<file path="src/core/tlb_regs_pkg.sv">
// Shared constants, types and field layouts for the TLB management registers
package tlb_regs_pkg;

    // ========================================
    // Register numbers
    localparam logic [4:0] REG_PROBE_INDEX = 5'h00;
    localparam logic [4:0] REG_REPLACE = 5'h01;
    localparam logic [4:0] REG_EVEN_LO = 5'h02;
    localparam logic [4:0] REG_ODD_LO = 5'h03;
    localparam logic [4:0] REG_CONTEXT = 5'h04;
    localparam logic [4:0] REG_FIXED_COUNT = 5'h06;

    // ========================================
    // Sizes and field positions
    localparam int TLB_ENTRIES = 64;
    localparam int IDX_W = 6;
    localparam logic [5:0] IDX_TOP = 6'h3f;
    localparam int PROBE_FAIL_BIT = 31;
    localparam int PFN_W = 36;
    localparam int PTB_W = 41;
    localparam int VPP_W = 19;
    localparam int VPP_LSB = 13;
    localparam int VPP_MSB = 31;
    localparam int CTX_VPP_LSB = 4;

    // ========================================
    // Low-entry layout: 22 zero, PHYS_FRAME_NUMBER 36, attr 3, dirty, valid, global
    // Full 64 bits wide so a register move casts onto it bit for bit
    typedef struct packed {
        logic [21:0] zero;
        logic [PFN_W-1:0] phys_frame_number;
        logic [2:0] attr;
        logic dirty;
        logic valid;
        logic global_bit;
    } lo_entry_s;

    // Stored TLB entry low half pair, one global bit
    typedef struct packed {
        logic [PFN_W-1:0] pfn0;
        logic [2:0] attr0;
        logic dirty0;
        logic valid0;
        logic [PFN_W-1:0] pfn1;
        logic [2:0] attr1;
        logic dirty1;
        logic valid1;
        logic global_bit;
    } tlb_lo_pair_s;

    // Register move request from the pipeline
    typedef struct packed {
        logic wr;
        logic [4:0] num;
        logic [63:0] data;
    } reg_move_s;

    // Bundle the TLB array receives on a write
    typedef struct packed {
        logic wr;
        logic [IDX_W-1:0] idx;
        tlb_lo_pair_s pair;
    } tlb_write_s;

    // Context register fields
    typedef struct packed {
        logic [PTB_W-1:0] ptb;
        logic [VPP_W-1:0] vpp;
        logic [3:0] zero;
    } context_s;

    // Expand a stored half into register format
    function automatic lo_entry_s make_lo(logic [PFN_W-1:0] p,
            logic [2:0] a, logic d, logic v, logic g);
        lo_entry_s r;
        r.zero = 22'h0;
        r.phys_frame_number = p;
        r.attr = a;
        r.dirty = d;
        r.valid = v;
        r.global_bit = g;
        return r;
    endfunction : make_lo

    // Clear reserved bits of a written low-entry value
    function automatic lo_entry_s clean_lo(logic [63:0] w);
        lo_entry_s r;
        r = lo_entry_s'(w);
        r.zero = 22'h0;
        return r;
    endfunction : clean_lo

endpackage : tlb_regs_pkg

</file>
<file path="src/core/context_reg.sv">
// Page-table context pointer with hardware-written page-pair field
`timescale 1ns/1ns
module context_reg
    import tlb_regs_pkg::*;
(
    input wire logic clock,
    input wire logic rst_n,
    input wire logic sw_wr,
    input wire logic [63:0] sw_data,
    input wire logic tlb_exc,
    input wire logic [63:0] fault_vaddr,
    output context_s ctx
);

    // ========================================
    // State
    typedef struct packed {
        context_s c;
    } st_s;
    st_s st_reg;
    st_s st_next;

    // Software writes the base; exceptions load the page pair
    always_comb begin
        st_next = st_reg;
        if (sw_wr) begin
            st_next.c.ptb = sw_data[63:63-PTB_W+1];
        end
        if (tlb_exc) begin
            st_next.c.vpp = fault_vaddr[VPP_MSB:VPP_LSB];
        end else if (sw_wr) begin
            st_next.c.vpp = sw_data[CTX_VPP_LSB+VPP_W-1:CTX_VPP_LSB];
        end
        st_next.c.zero = 4'h0;
    end

    always_ff @(posedge clock) begin
        if (!rst_n) begin
            st_reg <= '0;
        end else begin
            st_reg <= st_next;
        end
    end

    assign ctx = st_reg.c;

endmodule : context_reg

</file>
<file path="src/core/replace_counter.sv">
// Decrementing replacement index with wired lower bound
`timescale 1ns/1ns
module replace_counter
    import tlb_regs_pkg::*;
(
    input wire logic clock,
    input wire logic rst_n,
    input wire logic retire,
    input wire logic reload,
    input wire logic [IDX_W-1:0] lower,
    output logic [IDX_W-1:0] index
);

    // ========================================
    // State
    typedef struct packed {
        logic [IDX_W-1:0] cnt;
    } st_s;
    st_s st_reg;
    st_s st_next;

    // Next count: reload wins over a retire in the same cycle
    always_comb begin
        st_next = st_reg;
        if (reload) begin
            st_next.cnt = IDX_TOP;
        end else if (retire) begin
            if (st_reg.cnt <= lower || st_reg.cnt == '0) begin
                st_next.cnt = IDX_TOP;
            end else begin
                st_next.cnt = st_reg.cnt - 6'h01;
            end
        end
    end

    always_ff @(posedge clock) begin
        if (!rst_n) begin
            st_reg <= '{cnt: IDX_TOP};
        end else begin
            st_reg <= st_next;
        end
    end

    // bound held by wrap test above
    assign index = st_reg.cnt;

endmodule : replace_counter

</file>
<file path="src/core/tlb_mgmt_system_regs.sv">
// TLB management system-coprocessor registers: top module
`timescale 1ns/1ns

module tlb_mgmt_system_regs
    import tlb_regs_pkg::*;
(
    input wire logic clock,
    input wire logic rst_n,
    input reg_move_s mv,
    input wire logic retire,
    input wire logic probe_done,
    input wire logic probe_hit,
    input wire logic [IDX_W-1:0] probe_idx,
    input wire logic tlb_read,
    input wire logic tlb_write_idx,
    input wire logic tlb_write_rand,
    input tlb_lo_pair_s rd_pair,
    input wire logic [IDX_W-1:0] fixed_count,
    input wire logic tlb_exc,
    input wire logic [63:0] fault_vaddr,
    input wire logic hit_valid,
    input wire logic hit_dirty,
    input wire logic hit_global,
    input wire logic access_hit,
    input wire logic access_store,
    output logic [63:0] rd_data,
    output tlb_write_s tlb_wr,
    output logic address_space_id_ignore,
    output logic load_miss_exc,
    output logic store_miss_exc,
    output logic store_prot
);

    // ========================================
    // State
    typedef struct packed {
        logic probe_fail;
        logic [IDX_W-1:0] idx;
        lo_entry_s even_lo;
        lo_entry_s odd_lo;
        logic [63:0] rd;
        tlb_write_s wr;
        logic address_space_id_ign;
        logic lmiss;
        logic smiss;
        logic sprot;
    } st_s;
    st_s st_reg;
    st_s st_next;

    logic [IDX_W-1:0] rand_idx;
    context_s ctx;
    logic wired_wr;
    logic ctx_wr;

    // Write strobes for sub-blocks
    assign wired_wr = mv.wr && mv.num == REG_FIXED_COUNT;
    assign ctx_wr = mv.wr && mv.num == REG_CONTEXT;

    // ========================================
    // Replacement counter
    replace_counter u_rc (
        .clock(clock),
        .rst_n(rst_n),
        .retire(retire),
        .reload(wired_wr),
        .lower(fixed_count),
        .index(rand_idx)
    );

    // ========================================
    // Context pointer
    context_reg u_ctx (
        .clock(clock),
        .rst_n(rst_n),
        .sw_wr(ctx_wr),
        .sw_data(mv.data),
        .tlb_exc(tlb_exc),
        .fault_vaddr(fault_vaddr),
        .ctx(ctx)
    );

    // Register updates, TLB transfers and lookup qualifiers
    always_comb begin
        st_next = st_reg;
        st_next.wr.wr = 1'b0;
        // Software moves into the index and low-entry registers
        if (mv.wr) begin
            unique case (mv.num)
                REG_PROBE_INDEX: begin
                    st_next.idx = mv.data[IDX_W-1:0];
                    st_next.probe_fail = mv.data[PROBE_FAIL_BIT];
                end
                REG_EVEN_LO: begin
                    st_next.even_lo = clean_lo(mv.data);
                end
                REG_ODD_LO: begin
                    st_next.odd_lo = clean_lo(mv.data);
                end
                default: begin
                end
            endcase
        end
        // Probe result overrides a same-cycle software write of the fail flag, and of the index only on a hit
        if (probe_done) begin
            st_next.probe_fail = !probe_hit;
            if (probe_hit) begin
                st_next.idx = probe_idx;
            end
        end
        // TLB read loads both halves; global copied to both
        if (tlb_read) begin
            st_next.even_lo = make_lo(rd_pair.pfn0, rd_pair.attr0,
                rd_pair.dirty0, rd_pair.valid0, rd_pair.global_bit);
            st_next.odd_lo = make_lo(rd_pair.pfn1, rd_pair.attr1,
                rd_pair.dirty1, rd_pair.valid1, rd_pair.global_bit);
        end
        // TLB write drives the entry array
        if (tlb_write_idx || tlb_write_rand) begin
            st_next.wr.wr = 1'b1;
            st_next.wr.idx = tlb_write_rand ? rand_idx : st_reg.idx;
            st_next.wr.pair.pfn0 = st_reg.even_lo.phys_frame_number;
            st_next.wr.pair.attr0 = st_reg.even_lo.attr;
            st_next.wr.pair.dirty0 = st_reg.even_lo.dirty;
            st_next.wr.pair.valid0 = st_reg.even_lo.valid;
            st_next.wr.pair.pfn1 = st_reg.odd_lo.phys_frame_number;
            st_next.wr.pair.attr1 = st_reg.odd_lo.attr;
            st_next.wr.pair.dirty1 = st_reg.odd_lo.dirty;
            st_next.wr.pair.valid1 = st_reg.odd_lo.valid;
            st_next.wr.pair.global_bit = st_reg.even_lo.global_bit &&
                st_reg.odd_lo.global_bit;
        end
        st_next.address_space_id_ign = hit_global;
        st_next.lmiss = access_hit && !hit_valid && !access_store;
        st_next.smiss = access_hit && !hit_valid && access_store;
        st_next.sprot = access_hit && hit_valid && access_store &&
            !hit_dirty;
        // Read mux, one cycle after the request number
        unique case (mv.num)
            REG_PROBE_INDEX: begin
                st_next.rd = {32'h0, st_reg.probe_fail, 25'h0, st_reg.idx};
            end
            REG_REPLACE: begin
                st_next.rd = {58'h0, rand_idx};
            end
            REG_EVEN_LO: begin
                st_next.rd = st_reg.even_lo;
            end
            REG_ODD_LO: begin
                st_next.rd = st_reg.odd_lo;
            end
            REG_CONTEXT: begin
                st_next.rd = ctx;
            end
            default: begin
                st_next.rd = 64'h0;
            end
        endcase
    end

    // Register all state
    always_ff @(posedge clock) begin
        if (!rst_n) begin
            st_reg <= '0;
        end else begin
            st_reg <= st_next;
        end
    end

    // Outputs straight from flip-flops
    assign rd_data = st_reg.rd;
    assign tlb_wr = st_reg.wr;
    assign address_space_id_ignore = st_reg.address_space_id_ign;
    assign load_miss_exc = st_reg.lmiss;
    assign store_miss_exc = st_reg.smiss;
    assign store_prot = st_reg.sprot;

endmodule : tlb_mgmt_system_regs

</file>
<file path="config.mk">
export PLATFORM = sky130hd
export DESIGN_NAME = tlb_mgmt_system_regs
export DESIGN_NICKNAME = d
export VERILOG_FILES = /design/src/core/tlb_regs_pkg.sv /design/src/core/context_reg.sv /design/src/core/replace_counter.sv /design/src/core/tlb_mgmt_system_regs.sv
export SDC_FILE = /design/constraint.sdc
export NUM_CORES = 1
export LEC_CHECK = 0
export ABC_AREA = 0
export BUFFER_PORTS_ARGS = -buffer_cell sky130_fd_sc_hd__clkbuf_2
export CAP_MARGIN = 25
export CORE_ASPECT_RATIO = 0.5
export CORE_MARGIN = 2
export CORE_UTILIZATION = 40
export DETAILED_ROUTE_END_ITERATION = 12
export PLACE_DENSITY = 0.71
export SLEW_MARGIN = 20
export SYNTH_ARGS = -nofsm -noshare
export SYNTH_HDL_FRONTEND = slang
export SYNTH_HIERARCHICAL = 1
export SYNTH_SLANG_ARGS = --single-unit
</file>
<file path="constraint.sdc">
create_clock -name clock -period 3.63 [get_ports clock]
set_input_delay 0.5445 -clock clock [delete_from_list [all_inputs] [get_ports clock]]
set_output_delay 0.5445 -clock clock [all_outputs]
set_load 0.02 [all_outputs]
</file>
; Word-level counts from Yosys, hierarchy flattened
; Cells that the tools add are included.
[classes]
magnitude_cmp = 1
bitwise_logic = 1
reduce_logical = 27
n_eq_ne = 5
mux = 13
n_addsub = 1
[op_table]
columns = cell, n
row1 = $pmux W64 S5, 1
row2 = $mux W135, 1
row3 = $mux W106, 1
row4 = $mux W90, 1
row5 = $mux W42, 2
row6 = $mux W19, 2
row7 = $mux W6, 3
row8 = $mux W7, 2
row9 = $reduce_bool A2 Y1, 6
row10 = $eq A5 B2 Y1 const B, 2
row11 = $eq A5 B3 Y1 const B, 2
row12 = $logic_and A1 B1 Y1, 9
row13 = $le A6 B6 Y1, 1
row14 = $logic_not A6 Y1, 1
row15 = $reduce_and A2 Y1, 3
row16 = $sub A6 B1 Y6 const B, 1
row17 = $eq A5 B1 Y1 const B, 1
row18 = $logic_not A5 Y1, 1
row19 = $logic_not A1 Y1, 4
row20 = $logic_or A1 B1 Y1, 2
row21 = $reduce_or A2 Y1, 1
row22 = $not A1 Y1, 1
[word_totals]
output_inout_bits = 158
regBits = 315

; Longest topological paths before layout
; Gate-level depths: netlist of the first run.
[depth]
depth_word = 5
depth_mapped = 9
mapped_depth_nobuf = 7

; Cells and area by module
; The synthesis of the first run kept the hierarchy.
[by_module_without_submodules]
columns = module, cells_per_inst, seq_area_each_um2, n_inst, area_each_um2
row1 = tlb_mgmt_system_regs, 1405, 4984.8, 1, 11437.2
row2 = context_reg, 221, 1201.2, 1, 2612.5
row3 = replace_counter, 58, 120.1, 1, 484.2

; Worst setup path before layout of the first run
; No wires, ideal clock.
[synth_path]
path_kind = input-to-reg
from = input port mv[68] (netlist bit)
to = register u_ctx.st_reg, in the netlist u_ctx/ctx[10]
slack_ps = 1237
cell_stages = 9
n_path_buf = 5
arrival_time_ps = 2277
setup_time_ps = 116
path_cell_list = buf_2 nor3b_1 buf_2 buf_2 and3_1 buf_6 buf_6 mux2_4 o211a_1
[synth_between]
elab_chain_cells = 3
[synth_rtl]
columns = element, line_no
row1 = from (decl), tlb_mgmt_system_regs.sv:9  ; input reg_move_s mv,
row2 = $eq A5 B3 Y1, tlb_mgmt_system_regs.sv:58  ; assign ctx_wr = mv.wr && mv.num == REG_CONTEXT;
row3 = $logic_and A1 B1 Y1, tlb_mgmt_system_regs.sv:58
row4 = net ctx_wr, tlb_mgmt_system_regs.sv:54  ; logic ctx_wr;
row5 = $reduce_bool A2 Y1 (no source line), n/a
row6 = to (signal assigned), context_reg.sv:41  ; st_reg <= st_next;
row7 = to (decl), context_reg.sv:20  ; st_s st_reg;
; The timed path passes the listed nets, and every way through them passes these cells.
; A chain may end at the register's enable or synchronous reset.

; Worst setup path after layout of the first run
[layout_path]
from = input port mv[66] (netlist bit)
to = register st_reg, in the netlist rd_data[51]
[layout_between]
elab_chain_cells = 2
[layout_rtl]
columns = element, line_no
row1 = $eq A5 B3 Y1 (tied with other cells), tlb_mgmt_system_regs.sv:139  ; unique case (mv.num)
row2 = $pmux W64 S5 *, tlb_mgmt_system_regs.sv:139
row3 = to (signal assigned), tlb_mgmt_system_regs.sv:166  ; st_reg <= st_next;
row4 = to (decl), tlb_mgmt_system_regs.sv:48  ; st_s st_reg;
; Mark *: on every way between the ends. The rest lies on a longest branch, timed or not.

==> results.yml, run 1 <==
drt:
  route.vias.total: 12856
  antenna_violating_nets_post_route: 0
  remaining_drc_errors: 0
  detail_route.wl_per_cell_um: 20.5
  drt_first_iter_violations: 1149
  route.detailed.vias_per_inst: 5.58
  route.final.wire_length_um: 47100
  detail_route.first_pass.iterations: 5
logic_synthesis:
  synth_top_cell_area_share_pct: 43.4
  yosysMostFrequentCell: "sky130_fd_sc_hd__dfxtp_1"
  share_of_the_synthesized_area_in_compound_gates_ao_oa_aoi_oai_pct: 21.6
  ys_warn_count: 6
  netlist_area_um2: 14500
  ys_seq_area_share_pct: 43.4
  post_synth_main_area_contributors: "sky130_fd_sc_hd__dfxtp_1 43%, sky130_fd_sc_hd__buf_4 8.5%, sky130_fd_sc_hd__o21ai_0 6.0%, sky130_fd_sc_hd__a31oi_1 5.4%, sky130_fd_sc_hd__nand2_1 4.7%"
  synth_simple_gate_area_share_pct: 14.8
  synth.cells.most_frequent: "315 x sky130_fd_sc_hd__dfxtp_1, 181 x sky130_fd_sc_hd__nand2_1, 173 x sky130_fd_sc_hd__o21ai_0"
  syn-instance-count: 1684
  yosys.area.top_type: "sky130_fd_sc_hd__dfxtp_1"
  synth-main-ff-cell: "sky130_fd_sc_hd__dfxtp_1"
  synth_edf_count: 0
  post_synth_mux_area_share_pct: 6.24
  synthAdderAreaFrac_pct: 0.689
  synth_xor_xnor_area_share_pct: 0.0603
  largest_family_of_logic_cells_by_synthesized_area: "compound AO/OA/AOI/OAI gates"
  average_size_of_a_mapped_cell_um2: 8.63
  synthDistinctLibCells: 54
  flip_flop_and_latch_count_after_synthesis: 315
  synthArstFlopShare_pct: 0
timing:
  holdWs_ns: 0.143
  skew_ns: 0.0147
  slew_violations: 0
  finalHoldViolations: 0
  period_utilization_post_route_pct: 58.7
  grt_setup_unrepaired: "no"
  final_count_of_negative_setup_slack_endpoints: 0
  max_clock_freq_mhz: 470
  maxSlewHeadroom_pct: 29.5
  fin_setup_tns_ns: 0
  worst-slew-pin-transition_ns: 1.05
  finalWorstPathRequiredPeriod_ns: 2.13
  final.setup.worst_slack_ns: 1.50
pwr:
  cellPowerDensity_nw_per_um2: 472
  share_seq_of_total_power_pct: 47.9
  switching_power_total_mw: 2.05
  pwr-share-clk_pct: 41.0
  internal_power_mw: 5.67
  static-leakage-power_nw: 6.63
  maximum_vdd_ir_drop_mv: 0.311
  power.share.combinational_pct: 11.1
  report.power.total_mw: 7.71
  sw_share_pct: 26.5
critical_path:
  crit_path_cell_trace: "clkbuf_2, nor3b_2, buf_4, and2_1, and3_1"
  critical_path.endpoint_type: "flip-flop"
  worstSetupStartpointType: "input pin"
  crit_path_max_fanout: 38
  cp_data_arrival_time_ns: 2.64
  critical_path_start_end_classification: "input pin to flip-flop"
  crit_required_ns: 4.14
  max_stage_delay_ns: 0.68
  slowest_stage: "sky130_fd_sc_hd__and2_1"
clocking:
  clock-sinks: 315
  ctsRootBufferMaster: "sky130_fd_sc_hd__clkbuf_16"
  cts_tree: "done"
  post_cts.resized_instances: 0
  clock_tree.htree_level_count: 1
  number_of_buffers_added_by_the_clock_tree_synthesis_step: 29
  clockBufferDepth: 3
  cts.reportedPaths.clkPinSlew_ns: 0.07
  post-cts-setup-buffers: 0
  worstSkewPairLatency_ns: 0.57
  post_cts_hold_buffer_count: 0
floorplanning:
  initial_core_util_pct: 40.5
  io-pin-count: 401
  die_area_um2: 38000
  die_height_um: 139
  core.rowCount: 49
  design.core.area_um2: 35900
  die_width_um: 274
cells_and_area:
  layout-area-overhead-vs-synth_pct: 12.5
  drive_above_1_share_pct: 26.1
  largest_reg_flops: 91
  final_net_count: 2040
  finished_layout_cell_area_um2: 16300
  fill_cells: 3519
outcome:
  status: "completed"
grt:
  first_global_vias: 11940
  grt_start_max_net_pins: 114
  number_of_antenna_violations_at_the_first_check_in_global_routing: 8
  grt_pass1_wl_um: 70500
  overflow: 0
  grt_use_total_pct: 23.6
min_path:
  hold_wc_path_type: "input pin to flip-flop"
placement:
  pre_cts_ws_ns: 0.949
  numPortBuffers: 355
  placed_area_um2: 15400
  finalWeightedCongestion: 0.858
  dp.final_hpwl_um: 30200
job:
  cap_violations: 0
worst paths after layout:
path                       from            end  slack, ns  cells after the start
setup / recovery         mv[66]    rd_data[51]       1.50                      5
hold / removal        hit_dirty     store_prot       0.14                      2
setup reg to reg  u_rc/index[4]  u_rc/index[4]       1.70                      6
hold reg to reg      tlb_wr[26]     tlb_wr[26]       0.46                      2
cells by family (layout without fill, tap and decap cells):
kind of cell | after synthesis | after routing
AO/OA/AOI/OAI | 523 | 523
XOR/XNOR | 1 | 1
adder cells (fa/ha/maj) | 8 | 8
buffers and inverters | 321 | 443
flip-flops | 315 | 315
multiplexers | 81 | 81
other | 1 | 13
AND/OR/NAND/NOR | 434 | 434
power groups by stage:
| stage | Clock (mW) | Combinational [mW] | Sequential [mW] |
|---|---|---|---|
| 3_3_place_gp | 0 | 0.827 | 3.77 |
| 6_report | 3.17 | 0.853 | 3.69 |
| 2_1_floorplan | 0 | 0.581 | 3.74 |
| 4_1_cts | 3.21 | 0.842 | 3.69 |
| 3_5_place_dp | 0 | 0.838 | 3.77 |
| 5_1_grt | 3.35 | 0.920 | 3.71 |
through the flow:
step                      instances  utilization (%)
final                          2302             45.6
after global routing           2301             45.6
after CTS                      2293             45.5
after detailed placement       2242             42.8
after global placement         2242             42.8
after floorplan                1687                -
worst max-delay path, delay by kind of cell:
family	cells	cell delay, ns
and+or+nand+nor	3	1.20
buffers and inverters	2	0.87
area by class of cell:
class,instances,area [um2],share of cell area (%)
multi-input cells,1051,6370,39.0
clock buffers,39,833,5.10
well taps,484,606,3.70
inverters,9,33.8,0.207
repair buffers,383,2050,12.5
flip-flops and latches,315,6310,38.6
diodes,9,22.5,0.138
clock inverters,12,124,0.758
layout by cell type, fill, tap and decap left out, types with 3 or more instances in the layout:
cell type / netlist / routed
sky130_fd_sc_hd__ha_1: 8 / 8
sky130_fd_sc_hd__o22a_1: 6 / 6
sky130_fd_sc_hd__clkbuf_1: 99 / 3
sky130_fd_sc_hd__conb_1: 1 / 4
sky130_fd_sc_hd__inv_1: 8 / 8
sky130_fd_sc_hd__mux2_4: 19 / 19
sky130_fd_sc_hd__and2_1: 11 / 10
sky130_fd_sc_hd__or2b_1: 6 / 6
sky130_fd_sc_hd__diode_2: 0 / 9
sky130_fd_sc_hd__clkbuf_2: 3 / 353
sky130_fd_sc_hd__nand2b_1: 14 / 13
sky130_fd_sc_hd__a31oi_1: 125 / 125
sky130_fd_sc_hd__dfxtp_1: 315 / 315
sky130_fd_sc_hd__a21boi_0: 83 / 83
sky130_fd_sc_hd__clkbuf_16: 0 / 29
sky130_fd_sc_hd__nand2_1: 181 / 180
sky130_fd_sc_hd__a21oi_1: 94 / 94
sky130_fd_sc_hd__mux2i_1: 61 / 61
sky130_fd_sc_hd__o21ai_1: 15 / 15
sky130_fd_sc_hd__clkinv_2: 0 / 6
sky130_fd_sc_hd__buf_4: 164 / 25
sky130_fd_sc_hd__o211a_1: 19 / 19
sky130_fd_sc_hd__nor2_1: 9 / 7
sky130_fd_sc_hd__nor2b_1: 45 / 44
sky130_fd_sc_hd__nand3_1: 125 / 124
sky130_fd_sc_hd__buf_12: 0 / 4
sky130_fd_sc_hd__o21ai_0: 173 / 173
sky130_fd_sc_hd__clkbuf_8: 0 / 7
sky130_fd_sc_hd__and3_1: 24 / 23
metal layers:
layer | up-vias | track usage, % | routed length, um
li1 | 5954 | - | -
met1 | 6221 | 30.8 | 19500
met2 | 544 | 37.8 | 22300
met3 | 137 | 3.48 | 2910
met4 | 0 | 12.7 | 2390
met5 | - | 0 | 0
Power figures use the tool's default switching activity.
==> run 2: changes to the inputs <==
PLACE_DENSITY = 0.73   (was 0.71)
clock period = 1.8 ns   (was 3.63 ns; I/O delays follow)
==> run 2 against run 1 <==
Against the previous run:
- non-clock buffer count rose by 168
- largest cell class unchanged
- combinational power rose by 140%
- register-to-register slack lost 1.6 ns
- clock skew increased by 0.0078 ns
- worst setup slack worse by 1.4 ns
- global-route usage rose by 1.2 points
==> results.yml, run 2 (synthesis gave the netlist of run 1 again) <==
outcome:
  status: "completed"
floorplanning:
  die_width_um: 274
  core.rowCount: 49
  design.core.area_um2: 35900
  die_height_um: 139
  die_area_um2: 38000
  initial_core_util_pct: 40.5
  io-pin-count: 401
clocking:
  clock-sinks: 315
  worstSkewPairLatency_ns: 0.58
  cts.reportedPaths.clkPinSlew_ns: 0.07
  post_cts.resized_instances: 0
  cts_tree: "done"
  ctsRootBufferMaster: "sky130_fd_sc_hd__clkbuf_16"
  number_of_buffers_added_by_the_clock_tree_synthesis_step: 30
  clockBufferDepth: 3
  clock_tree.htree_level_count: 1
timing:
  worst-slew-pin-transition_ns: 0.542
  slew_violations: 0
  final.setup.worst_slack_ns: 0.109
  final_count_of_negative_setup_slack_endpoints: 0
  finalHoldViolations: 0
  finalWorstPathRequiredPeriod_ns: 1.69
  period_utilization_post_route_pct: 94.0
  max_clock_freq_mhz: 591
  maxSlewHeadroom_pct: 63.9
  skew_ns: 0.0225
  grt_setup_unrepaired: "no"
critical_path:
  cp_data_arrival_time_ns: 2.14
  rr_worst_depth: 6
  crit_path_max_fanout: 6
  worstSetupStartpointType: "flip-flop"
  crit_start: "u_rc/index[4]"
  cp-endpoint: "u_rc/index[4]"
  max_stage_delay_ns: 0.32
  critical_path.endpoint_type: "flip-flop"
  worst_r2r_endpoint: "u_rc/index[4]"
  crit_path_cell_trace: "ha_1, and4_4, a32o_1, a31o_4, a211oi_2, o21ai_1"
  slowest_stage: "sky130_fd_sc_hd__dfxtp_1"
  rrSetupSlack_ns: 0.11
  critical_path_start_end_classification: "flip-flop to flip-flop"
  crit_required_ns: 2.25
  timing.rr.start: "u_rc/index[4]"
grt:
  first_global_vias: 13551
  grt_pass1_wl_um: 75200
  number_of_antenna_violations_at_the_first_check_in_global_routing: 5
  grt_start_max_net_pins: 101
  overflow: 0
  grt_use_total_pct: 24.8
cells_and_area:
  finished_layout_cell_area_um2: 18400
  final_common_cell: "sky130_fd_sc_hd__clkbuf_2"
  register_area_um2: 6310
  largest_reg_flops: 91
  final_net_count: 2209
  drive_above_1_share_pct: 26.3
  layout-area-overhead-vs-synth_pct: 26.4
  fill_cells: 3159
  layoutNonFillerInstCount: 2471
  most-common-layout-cells: "353 x sky130_fd_sc_hd__clkbuf_2, 315 x sky130_fd_sc_hd__dfxtp_1, 180 x sky130_fd_sc_hd__nand2_1"
  multi_input_area_um2: 6380
  final_core_util_pct: 51.2
placement:
  dp.cells: 2284
  numPortBuffers: 355
  placed_area_um2: 16000
  pre_cts_ws_ns: 0.0339
  finalWeightedCongestion: 0.830
  dp.final_hpwl_um: 31700
pwr:
  static-leakage-power_nw: 7.53
  report.power.total_mw: 16.9
  maximum_vdd_ir_drop_mv: 0.716
  cellPowerDensity_nw_per_um2: 919
drt:
  drt_first_iter_violations: 1504
  detail_route.wl_per_cell_um: 20.0
  remaining_drc_errors: 0
  antenna_violating_nets_post_route: 0
  route.final.wire_length_um: 49500
  detail_route.first_pass.iterations: 6
  route.vias.total: 13782
  route.detailed.vias_per_inst: 5.58
job:
  cap_violations: 0
min_path:
  hold_wc_path_type: "input pin to flip-flop"
[run 2: changes by cell type in the layout (fill, tap and decap cells not counted)]
cell	previous run	this run
sky130_fd_sc_hd__buf_12	4	25
sky130_fd_sc_hd__clkbuf_16	29	30
sky130_fd_sc_hd__clkinvlp_4	1	4
sky130_fd_sc_hd__buf_4	25	46
sky130_fd_sc_hd__clkinv_4	1	2
sky130_fd_sc_hd__diode_2	9	5
sky130_fd_sc_hd__nor3b_2	1	0
sky130_fd_sc_hd__clkbuf_1	3	2
sky130_fd_sc_hd__bufinv_16	2	7
sky130_fd_sc_hd__nor3b_4	0	1
sky130_fd_sc_hd__clkinv_8	0	1
sky130_fd_sc_hd__clkinv_2	6	1
sky130_fd_sc_hd__dlygate4sd3_1	0	126
[run 2: worst max-delay path, delay by kind of cell, from the launching register on]
| kind | cells | cell delay (ns) |
|---|---|---|
| AOI/OAI and AO/OA | 4 | 0.78 |
| adders and majority gates | 1 | 0.29 |
| DFF | 1 | 0.32 |
| and+or+nand+nor | 1 | 0.20 |
[run 2: final cells by class]
class | instances | area share [%]
Inverter | 9 | 0.184
Clock inverter | 17 | 1.61
Timing Repair Buffer | 551 | 21.1
Multi-Input combinational cell | 1051 | 34.7
Clock buffer | 39 | 4.65
Sequential cell | 315 | 34.3
Tap cell | 484 | 3.30
Antenna cell | 5 | 0.0681
[run 2: worst min-delay path by stage]
| stage | start | endpoint | cells after the start |
|---|---|---|---|
| 2_1_floorplan | hit_valid | store_miss_exc | 1 |
| 3_3_place_gp | tlb_wr[81] | tlb_wr[81] | 2 |
| 3_5_place_dp | tlb_wr[26] | tlb_wr[26] | 2 |
| 4_1_cts | fault_vaddr[30] | u_ctx/ctx[21] | 3 |
| 5_1_grt | rd_pair[55] | st_reg[236] | 3 |
| 6_report | rd_pair[55] | st_reg[236] | 3 |
[run 2: metrics by stage]
step	setup TNS (ns)	hold WS (ns)
after floorplan	-1.67	0.342
after global placement	0	0.448
after detailed placement	0	0.455
after CTS	0	0.000172
after global routing	0	0.00204
final	0	0.0139
[run 2: per-layer routing]
layer,up-vias,GRT usage [%],part of all wire [%]
li1,6284,-,-
met1,6574,31.2,40
met2,717,40.5,47
met3,207,4.26,6.9
met4,0,13.9,5.8
met5,-,0,0
[run 2: timing repair]
item                      CTS  global route
hold buffers              125             1
setup buffers               0             0
hold endpoints to repair  122             1
[run 2: where the power goes]
| part | leakage, nW | total, mW | switching, mW | internal [mW] |
|---|---|---|---|---|
| clock | 0.550 | 7.37 | 2.98 | 4.38 |
| combinational | 4.40 | 2.07 | 1.17 | 0.903 |
| sequential | 2.58 | 7.45 | 0.197 | 7.26 |
| total | 7.53 | 16.9 | 4.35 | 12.5 |
==> run 3: changes to the inputs <==
CORE_MARGIN = not set   (was 2)
==> run 3 against run 2 <==
Against the previous run:
- worst setup slack got worse by 0.0056 ns
- via count decreased by 2.3%
- register-to-register slack about the same
- count of clock-buffer cells in the layout increased by 4
- cell count decreased by 1.9%
- largest cell class unchanged
- highest routed layer unchanged
==> results.yml, run 3 (synthesis gave the netlist of run 1 again) <==
clocking:
  cts_tree: "done"
  cts.reportedPaths.clkPinSlew_ns: 0.07
  clock-sinks: 315
  clock_tree.htree_level_count: 1
  number_of_buffers_added_by_the_clock_tree_synthesis_step: 29
  worstSkewPairLatency_ns: 0.56
  clockBufferDepth: 3
  post_cts.resized_instances: 0
  ctsRootBufferMaster: "sky130_fd_sc_hd__clkbuf_16"
drt:
  drt_first_iter_violations: 1455
  detail_route.first_pass.iterations: 6
  route.detailed.vias_per_inst: 5.56
  route.vias.total: 13463
  remaining_drc_errors: 0
  route.final.wire_length_um: 48200
  antenna_violating_nets_post_route: 0
  detail_route.wl_per_cell_um: 19.9
placement:
  finalWeightedCongestion: 0.876
  dp.final_hpwl_um: 31700
  numPortBuffers: 355
  placed_area_um2: 15900
  pre_cts_ws_ns: 0.0334
  dp.cells: 2270
critical_path:
  max_stage_delay_ns: 0.33
  critical_path.endpoint_type: "flip-flop"
  slowest_stage: "sky130_fd_sc_hd__dfxtp_1"
  cp-endpoint: "u_rc/index[4]"
  crit_start: "u_rc/index[4]"
  critical_path_start_end_classification: "flip-flop to flip-flop"
  cp_data_arrival_time_ns: 2.15
  crit_path_cell_trace: "ha_1, and4_4, a32o_1, a31o_4, a211oi_2, o21ai_1"
  worst_r2r_endpoint: "u_rc/index[4]"
  timing.rr.start: "u_rc/index[4]"
  rr_worst_depth: 6
  crit_path_max_fanout: 6
  crit_required_ns: 2.25
  worstSetupStartpointType: "flip-flop"
  rrSetupSlack_ns: 0.10
min_path:
  hp-start: "rd_pair[30]"
  hold_wc_path_type: "input pin to flip-flop"
pwr:
  internal_power_mw: 11.9
  report.power.total_mw: 16.0
  static-leakage-power_nw: 7.30
  pwr-share-clk_pct: 41.1
  maximum_vdd_ir_drop_mv: 0.781
  switching_power_total_mw: 4.11
  cellPowerDensity_nw_per_um2: 900
  sw_share_pct: 25.6
  power.share.combinational_pct: 12.5
  share_seq_of_total_power_pct: 46.5
cells_and_area:
  layout-area-overhead-vs-synth_pct: 22.5
  most-common-layout-cells: "353 x sky130_fd_sc_hd__clkbuf_2, 315 x sky130_fd_sc_hd__dfxtp_1, 180 x sky130_fd_sc_hd__nand2_1"
  largest_reg_flops: 91
  fill_cells: 3225
  final_net_count: 2168
  finished_layout_cell_area_um2: 17800
  drive_above_1_share_pct: 26.2
  layoutNonFillerInstCount: 2423
  final_common_cell: "sky130_fd_sc_hd__clkbuf_2"
timing:
  max_clock_freq_mhz: 589
  slew_violations: 0
  period_utilization_post_route_pct: 94.3
  worst-slew-pin-transition_ns: 0.546
  skew_ns: 0.00920
  maxSlewHeadroom_pct: 63.6
  final.setup.worst_slack_ns: 0.103
  final_count_of_negative_setup_slack_endpoints: 0
  grt_setup_unrepaired: "no"
  finalHoldViolations: 0
  finalWorstPathRequiredPeriod_ns: 1.70
floorplanning:
  design.core.area_um2: 35100
  core.rowCount: 48
  initial_core_util_pct: 41.4
  die_width_um: 272
  die_area_um2: 37100
  die_height_um: 137
  io-pin-count: 401
job:
  cap_violations: 0
outcome:
  status: "completed"
grt:
  number_of_antenna_violations_at_the_first_check_in_global_routing: 7
  grt_start_max_net_pins: 68
  grt_pass1_wl_um: 72900
  grt_use_total_pct: 24.8
  overflow: 0
  first_global_vias: 12965
## run 3: metal layers
metal	vias up	global-route usage [%]	routed length [um]
met1	6378	30.8	19500
met5	-	0	0
met3	174	4.37	3290
li1	6213	-	-
met2	698	41.3	22800
met4	0	13.6	2590
## run 3: how the worst min path moves through the flow
stage,to,slack [ns],cells past startpoint
finish,st_reg[188],0.01,3
CTS,u_ctx/ctx[10],0.002,3
detailed placement,store_prot,0.44,2
global route,st_reg[224],0.002,3
global placement,store_prot,0.44,2
floorplan,store_miss_exc,0.34,1
## run 3: power by group through the flow
| stage | sequential [mW] | clock [mW] | combinational [mW] |
|---|---|---|---|
| after global routing | 7.47 | 6.96 | 2.14 |
| after CTS | 7.44 | 6.66 | 1.97 |
| after floorplan | 7.54 | 0 | 1.18 |
| after detailed placement | 7.60 | 0 | 1.79 |
| after global placement | 7.59 | 0 | 1.77 |
| final | 7.45 | 6.59 | 2.00 |
## run 3: worst max-delay path: cells and delay by family, from the launching register on
family	cells	cell delay, ns
AO/OA/AOI/OAI	4	0.78
flip-flops	1	0.33
AND/OR/NAND/NOR	1	0.20
adder cells (fa/ha/maj)	1	0.29
## run 3: layout make-up
type / count / area, um2 / share of cell area, %
inverters: 9 / 33.8 / 0.190
flip-flops and latches: 315 / 6310 / 35.4
diodes: 10 / 25.0 / 0.141
well taps: 475 / 594 / 3.34
clock inverters: 9 / 149 / 0.836
multi-input cells: 1051 / 6380 / 35.8
clock buffers: 43 / 848 / 4.76
repair buffers: 511 / 3470 / 19.5
## run 3: stage by stage
| stage | hold slack [ns] | setup TNS, ns | utilization (%) |
|---|---|---|---|
| detailed placement | 0.442 | 0 | 45.2 |
| global route | 0.00245 | 0 | 50.7 |
| finish | 0.00959 | 0 | 50.7 |
| floorplan | 0.342 | -1.67 | - |
| global placement | 0.439 | 0 | 45.2 |
| CTS | 0.00195 | 0 | 50.6 |
## run 3: repair_timing
item                                    4_1_cts  5_1_grt
buffers inserted                              0        0
hold buffers                                 91        0
endpoints found under the setup margin        0        0
hold endpoints to repair                     88        0
